File: config.mk
export PLATFORM = sky130hd
export DESIGN_NAME = sar_adc_control
export DESIGN_NICKNAME = d
export VERILOG_FILES = /design/src/sar_adc_pkg.sv /design/src/sar_adc_control.sv /design/src/sar_clock_divider.sv
export SDC_FILE = /design/constraint.sdc
export NUM_CORES = 1
export LEC_CHECK = 0
export ABC_AREA = 1
export BUFFER_PORTS_ARGS = -buffer_cell sky130_fd_sc_hd__clkbuf_2
export CORE_AREA = 2 2 78 136
export CTS_CLUSTER_SIZE = 14
export DETAILED_ROUTE_END_ITERATION = 8
export DIE_AREA = 0 0 80 138
export PLACE_DENSITY = 0.89
export REMOVE_ABC_BUFFERS = 1
export SLEW_MARGIN = 20
export SYNTH_ARGS = -nofsm -noshare
export SYNTH_HDL_FRONTEND = slang
export SYNTH_SLANG_ARGS = --single-unit
export TNS_END_PERCENT = 100
File: constraint.sdc
create_clock -name ref_clk -period 2.4 [get_ports ref_clk]
set_clock_uncertainty 0.1 [all_clocks]
set_input_delay 0.12 -clock ref_clk [delete_from_list [all_inputs] [get_ports ref_clk]]
set_output_delay 0.12 -clock ref_clk [all_outputs]
set_load 0.02 [all_outputs]
File: src/sar_adc_pkg.sv
// shared constants and types of the successive-approximation converter control
package sar_adc_pkg;

	// ************************************************************
	// widths and timing
	// ************************************************************
	localparam int RESULT_BITS      = 10;
	localparam int DIV_W            = 5;
	localparam int TRACK_SAR_CLOCKS = 3;

	// ************************************************************
	// register byte offsets
	// ************************************************************
	localparam logic [31:0] OFS_CONTROL  = 32'h0000_0000;
	localparam logic [31:0] OFS_CONFIG   = 32'h0000_0004;
	localparam logic [31:0] OFS_PAIR     = 32'h0000_0008;
	localparam logic [31:0] OFS_CHANNEL  = 32'h0000_000C;
	localparam logic [31:0] OFS_RES_HIGH = 32'h0000_0010;
	localparam logic [31:0] OFS_RES_LOW  = 32'h0000_0014;

	// ************************************************************
	// field positions
	// ************************************************************
	localparam int CTL_ENABLE_BIT  = 7;
	localparam int CTL_TRACK_BIT   = 6;
	localparam int CTL_DONE_BIT    = 5;
	localparam int CTL_BUSY_BIT    = 4;
	localparam int CTL_MODE_HI_BIT = 3;
	localparam int CTL_MODE_LO_BIT = 2;
	localparam int CTL_WINDOW_BIT  = 1;
	localparam int CTL_LJUST_BIT   = 0;
	localparam int CFG_DIV_LSB     = 3;
	localparam int CFG_GAIN_LSB    = 0;
	localparam int CHAN_TEMP_BIT   = 3;

	// ************************************************************
	// reset values
	// ************************************************************
	localparam logic [7:0] CONTROL_RESET = 8'h00;
	localparam logic [7:0] CONFIG_RESET  = 8'hF8;
	localparam logic [3:0] PAIR_RESET    = 4'h0;
	localparam logic [3:0] CHANNEL_RESET = 4'h0;

	// ************************************************************
	// encodings
	// ************************************************************
	typedef enum logic [1:0] {
		START_SOFTWARE = 2'b00,
		START_TIMER3   = 2'b01,
		START_EXTERNAL = 2'b10,
		START_TIMER2   = 2'b11
	} start_mode_t;

	localparam logic [2:0] GAIN_ONE   = 3'h0;
	localparam logic [2:0] GAIN_TWO   = 3'h1;
	localparam logic [2:0] GAIN_FOUR  = 3'h2;
	localparam logic [2:0] GAIN_EIGHT = 3'h3;

	typedef enum logic [1:0] {
		ST_IDLE,
		ST_TRACK,
		ST_CONVERT
	} conv_state_t;

endpackage

File: src/sar_adc_control.sv
// converter control: bus slave, start logic, tracking and successive approximation
// Overview of operation
// - converter, hold and amplifier run only while the enable bit is one
// - nine channels: eight external inputs plus the internal temperature sensor
// - each external input pair set differential or single-ended, changeable between conversions
// - after reset every input pair is single-ended
// - gains one half to sixteen apply to any selected channel
// - reset returns the gain field to unity
// - sar clock is the system clock divided by the divider field plus one
// - conversion starts from software busy write, timer 3, pin edge or timer 2
// - busy is one during a conversion and zero when it completes
// - busy falling at completion sets the done flag at control bit five; clearing enable does not
// - result lands in high and low bytes, left or right justified
// - default track mode tracks continuously whenever no conversion runs
// - low-power mode tracks exactly three sar clocks after each start except a pin start
// - low-power with pin start tracks while pin low, converts on rising edge
// - tracking shuts down while the chip sleeps
// - divider field equals system clock over sar clock, minus one
// - start modes: 00 software, 01 timer 3, 10 pin, 11 timer 2
// - gain codes 000 one, 001 two, 010 four, 011 eight, 10x sixteen, 11x half
//
// Design decisions made here: the AHB-Lite interface to the registers and the register offsets.
`timescale 1ns/1ps
`default_nettype none
module sar_adc_control
	import sar_adc_pkg::*;
#(
	parameter int N_BITS = RESULT_BITS
) (
	input  wire logic              ref_clk,
	input  wire logic              rst,
	input  wire logic              hsel,
	input  wire logic [31:0]       haddr,
	input  wire logic [1:0]        htrans,
	input  wire logic              hwrite,
	input  wire logic [2:0]        hsize,
	input  wire logic [31:0]       hwdata,
	input  wire logic              hready,
	output logic [31:0]            hrdata,
	output logic                   hreadyout,
	output logic                   hresp,
	input  wire logic              timer3_overflow,
	input  wire logic              timer2_overflow,
	input  wire logic              external_convert_start,
	input  wire logic              chip_sleep,
	input  wire logic              comparator_high,
	output logic                   analog_power_on,
	output logic                   track_enable,
	output logic [N_BITS-1:0]      sar_dac_code,
	output logic [3:0]             channel_select_field,
	output logic [3:0]             input_pair_config,
	output logic                   temp_sensor_selected,
	output logic                   differential_selected,
	output logic [2:0]             gain_select_field,
	output logic [2:0]             gain_step,
	output logic                   conversion_busy,
	output logic                   conversion_done_flag,
	output logic                   conversion_done_pulse
);

	// ************************************************************
	// registers
	// ************************************************************
	logic              converter_enable;
	logic              track_mode_select;
	logic              window_compare_flag;
	logic              result_left_justify;
	start_mode_t       start_mode;
	logic [DIV_W-1:0]  sar_clock_divider_field;
	logic [N_BITS-1:0] result_code;
	logic              result_diff;
	conv_state_t       state;
	logic [1:0]        track_count;
	logic [N_BITS-1:0] sar_code;
	logic [N_BITS-1:0] trial;
	logic              pin_prev;
	logic              conv_diff;
	logic              dp_write;
	logic              dp_read;
	logic [31:0]       dp_addr;

	// ************************************************************
	// bus decode
	// ************************************************************
	wire addr_take = hsel && htrans[1] && hready;
	wire wr_ctl    = dp_write && (dp_addr == OFS_CONTROL);
	wire wr_cfg    = dp_write && (dp_addr == OFS_CONFIG);
	wire wr_pair   = dp_write && (dp_addr == OFS_PAIR);
	wire wr_chan   = dp_write && (dp_addr == OFS_CHANNEL);

	assign hreadyout = 1'b1;
	assign hresp     = 1'b0;

	always_ff @(posedge ref_clk) begin
		if (rst) begin
			dp_write <= 1'b0;
			dp_read  <= 1'b0;
			dp_addr  <= '0;
		end else begin
			dp_write <= addr_take && hwrite;
			dp_read  <= addr_take && !hwrite;
			if (addr_take) begin
				dp_addr <= haddr;
			end
		end
	end

	// ************************************************************
	// start selection and sar clock
	// ************************************************************
	wire sar_tick;
	wire idle      = (state == ST_IDLE);
	wire ext_mode  = (start_mode == START_EXTERNAL);
	wire pin_rise  = external_convert_start && !pin_prev;
	wire sw_start  = wr_ctl && hwdata[CTL_BUSY_BIT];
	wire lp_pin    = track_mode_select && ext_mode;
	wire conv_last = (state == ST_CONVERT) && sar_tick && trial[0];
	wire track_end = (state == ST_TRACK) && sar_tick
		&& (track_count == 2'(TRACK_SAR_CLOCKS - 1));
	logic start_request;

	always_comb begin
		unique case (start_mode)
			START_SOFTWARE: start_request = sw_start;
			START_TIMER3:   start_request = timer3_overflow;
			START_EXTERNAL: start_request = pin_rise;
			START_TIMER2:   start_request = timer2_overflow;
		endcase
	end

	// requests during a conversion fall through unused
	wire start_event = start_request && idle && converter_enable;

	sar_clock_divider #(
		.W(DIV_W)
	) u_divider (
		.ref_clk  (ref_clk),
		.rst      (rst),
		.run      (!idle),
		.divisor  (sar_clock_divider_field),
		.sar_tick (sar_tick)
	);

	// ************************************************************
	// control register
	// ************************************************************
	always_ff @(posedge ref_clk) begin
		if (rst) begin
			converter_enable     <= CONTROL_RESET[CTL_ENABLE_BIT];
			track_mode_select    <= CONTROL_RESET[CTL_TRACK_BIT];
			conversion_done_flag <= CONTROL_RESET[CTL_DONE_BIT];
			window_compare_flag  <= CONTROL_RESET[CTL_WINDOW_BIT];
			result_left_justify  <= CONTROL_RESET[CTL_LJUST_BIT];
			start_mode           <= start_mode_t'(CONTROL_RESET[CTL_MODE_HI_BIT:CTL_MODE_LO_BIT]);
		end else begin
			if (wr_ctl) begin
				converter_enable    <= hwdata[CTL_ENABLE_BIT];
				track_mode_select   <= hwdata[CTL_TRACK_BIT];
				window_compare_flag <= hwdata[CTL_WINDOW_BIT];
				result_left_justify <= hwdata[CTL_LJUST_BIT];
				start_mode <= start_mode_t'(hwdata[CTL_MODE_HI_BIT:CTL_MODE_LO_BIT]);
			end
			// completion sets, a same-cycle clear loses
			if (conv_last) begin
				conversion_done_flag <= 1'b1;
			end else if (wr_ctl) begin
				conversion_done_flag <= hwdata[CTL_DONE_BIT];
			end
		end
	end

	// ************************************************************
	// configuration, pair and channel registers
	// ************************************************************
	always_ff @(posedge ref_clk) begin
		if (rst) begin
			sar_clock_divider_field <= CONFIG_RESET[7:CFG_DIV_LSB];
			gain_select_field       <= CONFIG_RESET[2:CFG_GAIN_LSB];
			input_pair_config       <= PAIR_RESET;
			channel_select_field    <= CHANNEL_RESET;
		end else begin
			if (wr_cfg) begin
				sar_clock_divider_field <= hwdata[7:CFG_DIV_LSB];
				gain_select_field       <= hwdata[2:CFG_GAIN_LSB];
			end
			if (wr_pair) begin
				input_pair_config <= hwdata[3:0];
			end
			if (wr_chan) begin
				channel_select_field <= hwdata[3:0];
			end
		end
	end

	// ************************************************************
	// conversion sequencer
	// ************************************************************
	always_ff @(posedge ref_clk) begin
		if (rst || !converter_enable) begin
			state       <= ST_IDLE;
			track_count <= '0;
			sar_code    <= '0;
			trial       <= '0;
		end else begin
			unique case (state)
				ST_IDLE: begin
					if (start_event) begin
						sar_code    <= '0;
						trial       <= {1'b1, {(N_BITS-1){1'b0}}};
						track_count <= '0;
						// pin start in low power already tracked while low
						state <= (track_mode_select && !lp_pin) ? ST_TRACK : ST_CONVERT;
					end
				end
				ST_TRACK: begin
					if (track_end) begin
						state <= ST_CONVERT;
					end else if (sar_tick) begin
						track_count <= track_count + 2'h1;
					end
				end
				ST_CONVERT: begin
					if (sar_tick) begin
						if (comparator_high) begin
							sar_code <= sar_code | trial;
						end
						trial <= trial >> 1;
						if (trial[0]) begin
							state <= ST_IDLE;
						end
					end
				end
			endcase
		end
	end

	always_ff @(posedge ref_clk) begin
		if (rst) begin
			pin_prev    <= 1'b0;
			conv_diff   <= 1'b0;
			result_code <= '0;
			result_diff <= 1'b0;
		end else begin
			pin_prev <= external_convert_start;
			if (start_event) begin
				conv_diff <= differential_selected;
			end
			if (conv_last) begin
				result_code <= comparator_high ? (sar_code | trial) : sar_code;
				result_diff <= conv_diff;
			end
		end
	end

	// ************************************************************
	// analog side controls
	// ************************************************************
	wire [1:0] pair_index = channel_select_field[2:1];

	assign temp_sensor_selected  = channel_select_field[CHAN_TEMP_BIT];
	assign differential_selected = !temp_sensor_selected
		&& input_pair_config[pair_index];
	assign conversion_busy       = !idle;
	assign conversion_done_pulse = conv_last;
	assign analog_power_on       = converter_enable;
	assign sar_dac_code          = sar_code | trial;

	wire idle_track = lp_pin ? !external_convert_start : !track_mode_select;
	assign track_enable = converter_enable && !chip_sleep
		&& ((idle && idle_track) || state == ST_TRACK);

	// half is step 0, unity step 1, sixteen step 5
	function automatic logic [2:0] gain_code_to_step(input logic [2:0] code);
		logic [2:0] step;
		step = 3'h0;
		if (code[2]) begin
			step = code[1] ? 3'h0 : 3'h5;
		end else begin
			unique case (code)
				GAIN_ONE:   step = 3'h1;
				GAIN_TWO:   step = 3'h2;
				GAIN_FOUR:  step = 3'h3;
				GAIN_EIGHT: step = 3'h4;
			endcase
		end
		return step;
	endfunction

	assign gain_step = gain_code_to_step(gain_select_field);

	// ************************************************************
	// result justification and read data
	// ************************************************************
	// differential trials run offset-binary; flipping the msb gives two's complement
	wire [N_BITS-1:0] signed_code = result_diff ? {~result_code[N_BITS-1], result_code[N_BITS-2:0]}
		: result_code;
	wire       sign_fill = result_diff && signed_code[N_BITS-1];
	wire [7:0] right_high = {{6{sign_fill}}, signed_code[9:8]};
	wire [7:0] result_high_byte = result_left_justify ? signed_code[9:2] : right_high;
	wire [7:0] result_low_byte  = result_left_justify ? {signed_code[1:0], 6'h00}
		: signed_code[7:0];
	wire [7:0] control_read = {converter_enable, track_mode_select, conversion_done_flag,
		conversion_busy, start_mode, window_compare_flag, result_left_justify};
	wire [7:0] config_read  = {sar_clock_divider_field, gain_select_field};
	logic [7:0] read_byte;

	always_comb begin
		read_byte = 8'h00;
		if (dp_addr == OFS_CONTROL)  read_byte = control_read;
		if (dp_addr == OFS_CONFIG)   read_byte = config_read;
		if (dp_addr == OFS_PAIR)     read_byte = {4'h0, input_pair_config};
		if (dp_addr == OFS_CHANNEL)  read_byte = {4'h0, channel_select_field};
		if (dp_addr == OFS_RES_HIGH) read_byte = result_high_byte;
		if (dp_addr == OFS_RES_LOW)  read_byte = result_low_byte;
	end

	assign hrdata = dp_read ? {24'h000000, read_byte} : 32'h0000_0000;
endmodule
`default_nettype wire

File: src/sar_clock_divider.sv
// divider that turns the system clock into one-cycle sar clock enables
`timescale 1ns/1ps
`default_nettype none
module sar_clock_divider
	import sar_adc_pkg::*;
#(
	parameter int W = DIV_W
) (
	input  wire logic         ref_clk,
	input  wire logic         rst,
	input  wire logic         run,
	input  wire logic [W-1:0] divisor,
	output logic              sar_tick
);

	logic [W-1:0] count;

	// period is divisor plus one system clocks
	assign sar_tick = run && (count == divisor);

	always_ff @(posedge ref_clk) begin
		if (rst || !run || sar_tick) begin
			count <= '0;
		end else begin
			count <= count + 1'b1;
		end
	end
endmodule
`default_nettype wire

==> reports/results.txt <==
Ports - 144
Startpoint type of the worst setup path - register
Synth Register Bits - 99
CP Data Required Time - 2.18 ns
Syn avg cell area - 6.98 µm²
Register area share after synthesis - 39.0%
Max Transition Viols Final - 0
Buf/Inv on CP - 3
Final ANT Viol Nets - 0
Sw power - 894 µW
Multiplexer share of the synthesized area - 0.222%
CP Data Arrival Time - 2.24 ns
RD Place Congestion - 0.892
H-tree depth - 3
Final hold vios - 0
Die Width - 80 µm
CTS tree - yes
Starting Density - 50.5%
Cell area after synthesis - 5080 µm²
Iteration-0 DRC Markers - 300
Slack of the critical path - -0.0603 ns
Fmax achieved - 406 MHz
Power, Total - 3530 µW
Top FF cell, synth - dfxtp_1
Post-synth cell types - 38
Vias in the first global route - 4717
Worst slew pin tran - 1.01 ns
CP Capture Type - output port
Synth Area in XOR/XNOR - 0.345%
Tot GR Track Use - 23.6%
Num CTS Buffers - 9
Clock Sinks - 99
Buffers on Ports - 89
Top cell family by delay on the critical path - simple AND/OR/NAND/NOR gates
First-pass DRT Iterations - 5
DR vias/cell - 5.23
Synth Area in Adders - 1.48%
# diodes - 0
Initial antenna violation count - 0
Synth Area in Simple Gates - 23.4%
DRC - 0
Gate power share - 10.4%
Max-Cap Viols - 0
FFs w/ async S/R, synth - 0%
Synth Warn # - 0
Failing checks - negative setup slack
Slowest stage delay, CP - 0.32 ns
Crit path kind - reg2out
Worst r2r src - state[1]$_SDFFE_PP0P_
Design area - 6500 µm²
Pwr Density - 543 nW/µm²
Cell Chain, Critical Path - nor2_1, nand2_1, nor2_2, nand2_4, nor2_4, buf_6, buf_6, nand4_1, nand3_1, nand2_1, nand2_1, a21oi_2, buf_4
RSZ-0062 raised after global routing - true
Sequential fraction of design power - 48.0%
Cells after Synth - 728
Post-synth EDFFs - 0
Layout area overhead - 28.1%
Slowest cell on the critical path - dfxtp_2
Min cycle time layout - 2.46 ns
Area after DPL - 5480 µm²
Worst skew pair latency - 0.36 ns
# rows - 49
Chip height - 138 µm
Internal - 2640 µW
Layout cell share with drive strength beyond 1 - 22.7%
Fillcell total - 800
Clk root buf - clkbuf_16
Clock buffer depth - 2
Worst-path clk slew - 0.07 ns
Post-layout util - 64.7%
Min-delay src - comparator_high
Slew headroom - 32.3%
Switch share - 25.3%
Via count - 5192
Total Wirelength - 13600 µm
Pin count of the biggest net entering global routing - 67
Peak VDD IR - 0.421 mV
Post-DP HPWL - 8610 µm
Core ar. - 10100 µm²
Pre-CTS WS - 0.239 ns
Critical Path Start - dp_addr[18]$_SDFFE_PP0P_
Clock power share - 41.7%
First-pass GRT wire length - 20700 µm
Cell mode on critical path - nand2_1
Compound-gate portion of the synthesized area - 20.5%
TNS Setup - -0.141 ns
Final setup fails - 5
CP max FO - 4
Worst Hold Class - in2reg
Largest family of logic cells by synthesized area - simple AND/OR/NAND/NOR gates
Full die area - 11000 µm²
Grt ovf - 0
Period utilization - 103%
Leakage - 0.00283 µW
Fin nets - 946
Status - finished, violations left
Wire per inst - 13.7 µm
[worst min-delay path, cell delays in order]
cell	delay, ns
clkbuf_2	0.11
nor3_1	0.06
a211oi_2	0.13
[power groups by stage]
stage	registers, µW	clock network (µW)	logic (µW)
final	1690	1470	367
after global routing	1700	1570	399
after CTS	1690	1480	314
after detailed placement	1730	0	259
after global placement	1730	0	255
after floorplan	1720	0	179
[registers in the layout, indices dropped and copies added, names as in the netlist, 2 cells and up]
name,cells
track_count,2
channel_select_field,4
dp_addr,32
sar_clock_divider_field,5
start_mode,2
state,2
trial,10
result_code,10
gain_select_field,3
u_divider.count,5
input_pair_config,4
sar_code,10
[what timing repair did]
item / CTS / global route
cloned: 0 / 2
setup endpoints to repair: 4 / 9
hold buffers: 41 / 0
setup buffers: 0 / 17
endpoints found under the hold margin: 46 / 0
pin swaps: 0 / 28
resized for setup: 6 / 54
[cell usage in the layout (no fill, tap or decap), drive strengths merged]
cell type / netlist / layout
bufinv: 0 / 1
buf: 35 / 30
nor3b: 2 / 2
ha: 6 / 6
nand4: 3 / 3
nor2: 74 / 74
o2111ai: 1 / 1
xor2: 2 / 2
clkinv: 1 / 4
or2: 3 / 3
nand3: 36 / 36
inv: 109 / 109
a21oi: 89 / 89
o21a: 1 / 1
nand2: 139 / 141
o211ai: 6 / 6
dlygate4sd3: 0 / 41
o21ai: 83 / 83
a211oi: 9 / 9
mux2: 1 / 1
nor3: 6 / 6
dfxtp: 99 / 99
clkinvlp: 0 / 3
conb: 2 / 26
clkbuf: 21 / 90
[kinds of logic (layout without fill, tap and decap cells)]
family                     after synthesis  in the layout
AOI/OAI and AO/OA                      189            189
xor gates and xnor gates                 2              2
adders and majority gates                6              6
buffers and inverters                  166            278
DFF                                     99             99
muxes                                    1              1
other                                    2             26
and+or+nand+nor                        263            265
[routing by layer]
layer | routed length, µm | share of wire [%] | global-route usage (%)
met5 | 0 | 0 | 0
met2 | 7140 | 52 | 41.9
met3 | 743 | 5.4 | 4.44
met1 | 4920 | 36 | 24.7
met4 | 836 | 6.1 | 14.5
[path summary, 6_finish.rpt]
kind / endpoint / slack (ns) / depth (start not counted)
worst min register to register: dp_addr[29]$_SDFFE_PP0P_ / 0.34 / 2
worst max register to register: trial[4]$_SDFFE_PP0P_ / 0.17 / 11
worst max-delay path: hrdata[3] / -0.06 / 13
worst min-delay path: result_code[0]$_SDFFE_PP0P_ / 0.01 / 3
[stage by stage]
stage / instances / hold WS, ns
finish: 993 / 0.00982
global route: 993 / 0.0319
CTS: 974 / 0.0144
detailed placement: 917 / 0.216
global placement: 917 / 0.200
floorplan: 696 / 0.0924
[Yosys cell counts (5+ instances only)]
cell type | n | share of area, %
a211oi_2 | 5 | 1.2
a21oi_1 | 85 | 8.4
buf_4 | 29 | 4.3
clkbuf_1 | 21 | 1.6
dfxtp_1 | 99 | 39
ha_1 | 6 | 1.5
inv_1 | 106 | 7.8
nand2_1 | 126 | 9.3
nand2_2 | 10 | 1.2
nand3_1 | 34 | 3.4
nor2_1 | 66 | 4.9
o21ai_0 | 79 | 7.8
[layout make-up]
cell class,count,area (µm²),area share [%]
multi-input combinational,489,2560,39.4
clock inverter,7,78.8,1.21
timing repair buffer,152,1080,16.5
tap,127,159,2.44
clock buffer,9,225,3.46
inverter,110,420,6.46
sequential,99,1980,30.5
No activity file was read; power rests on OpenSTA's default activity.
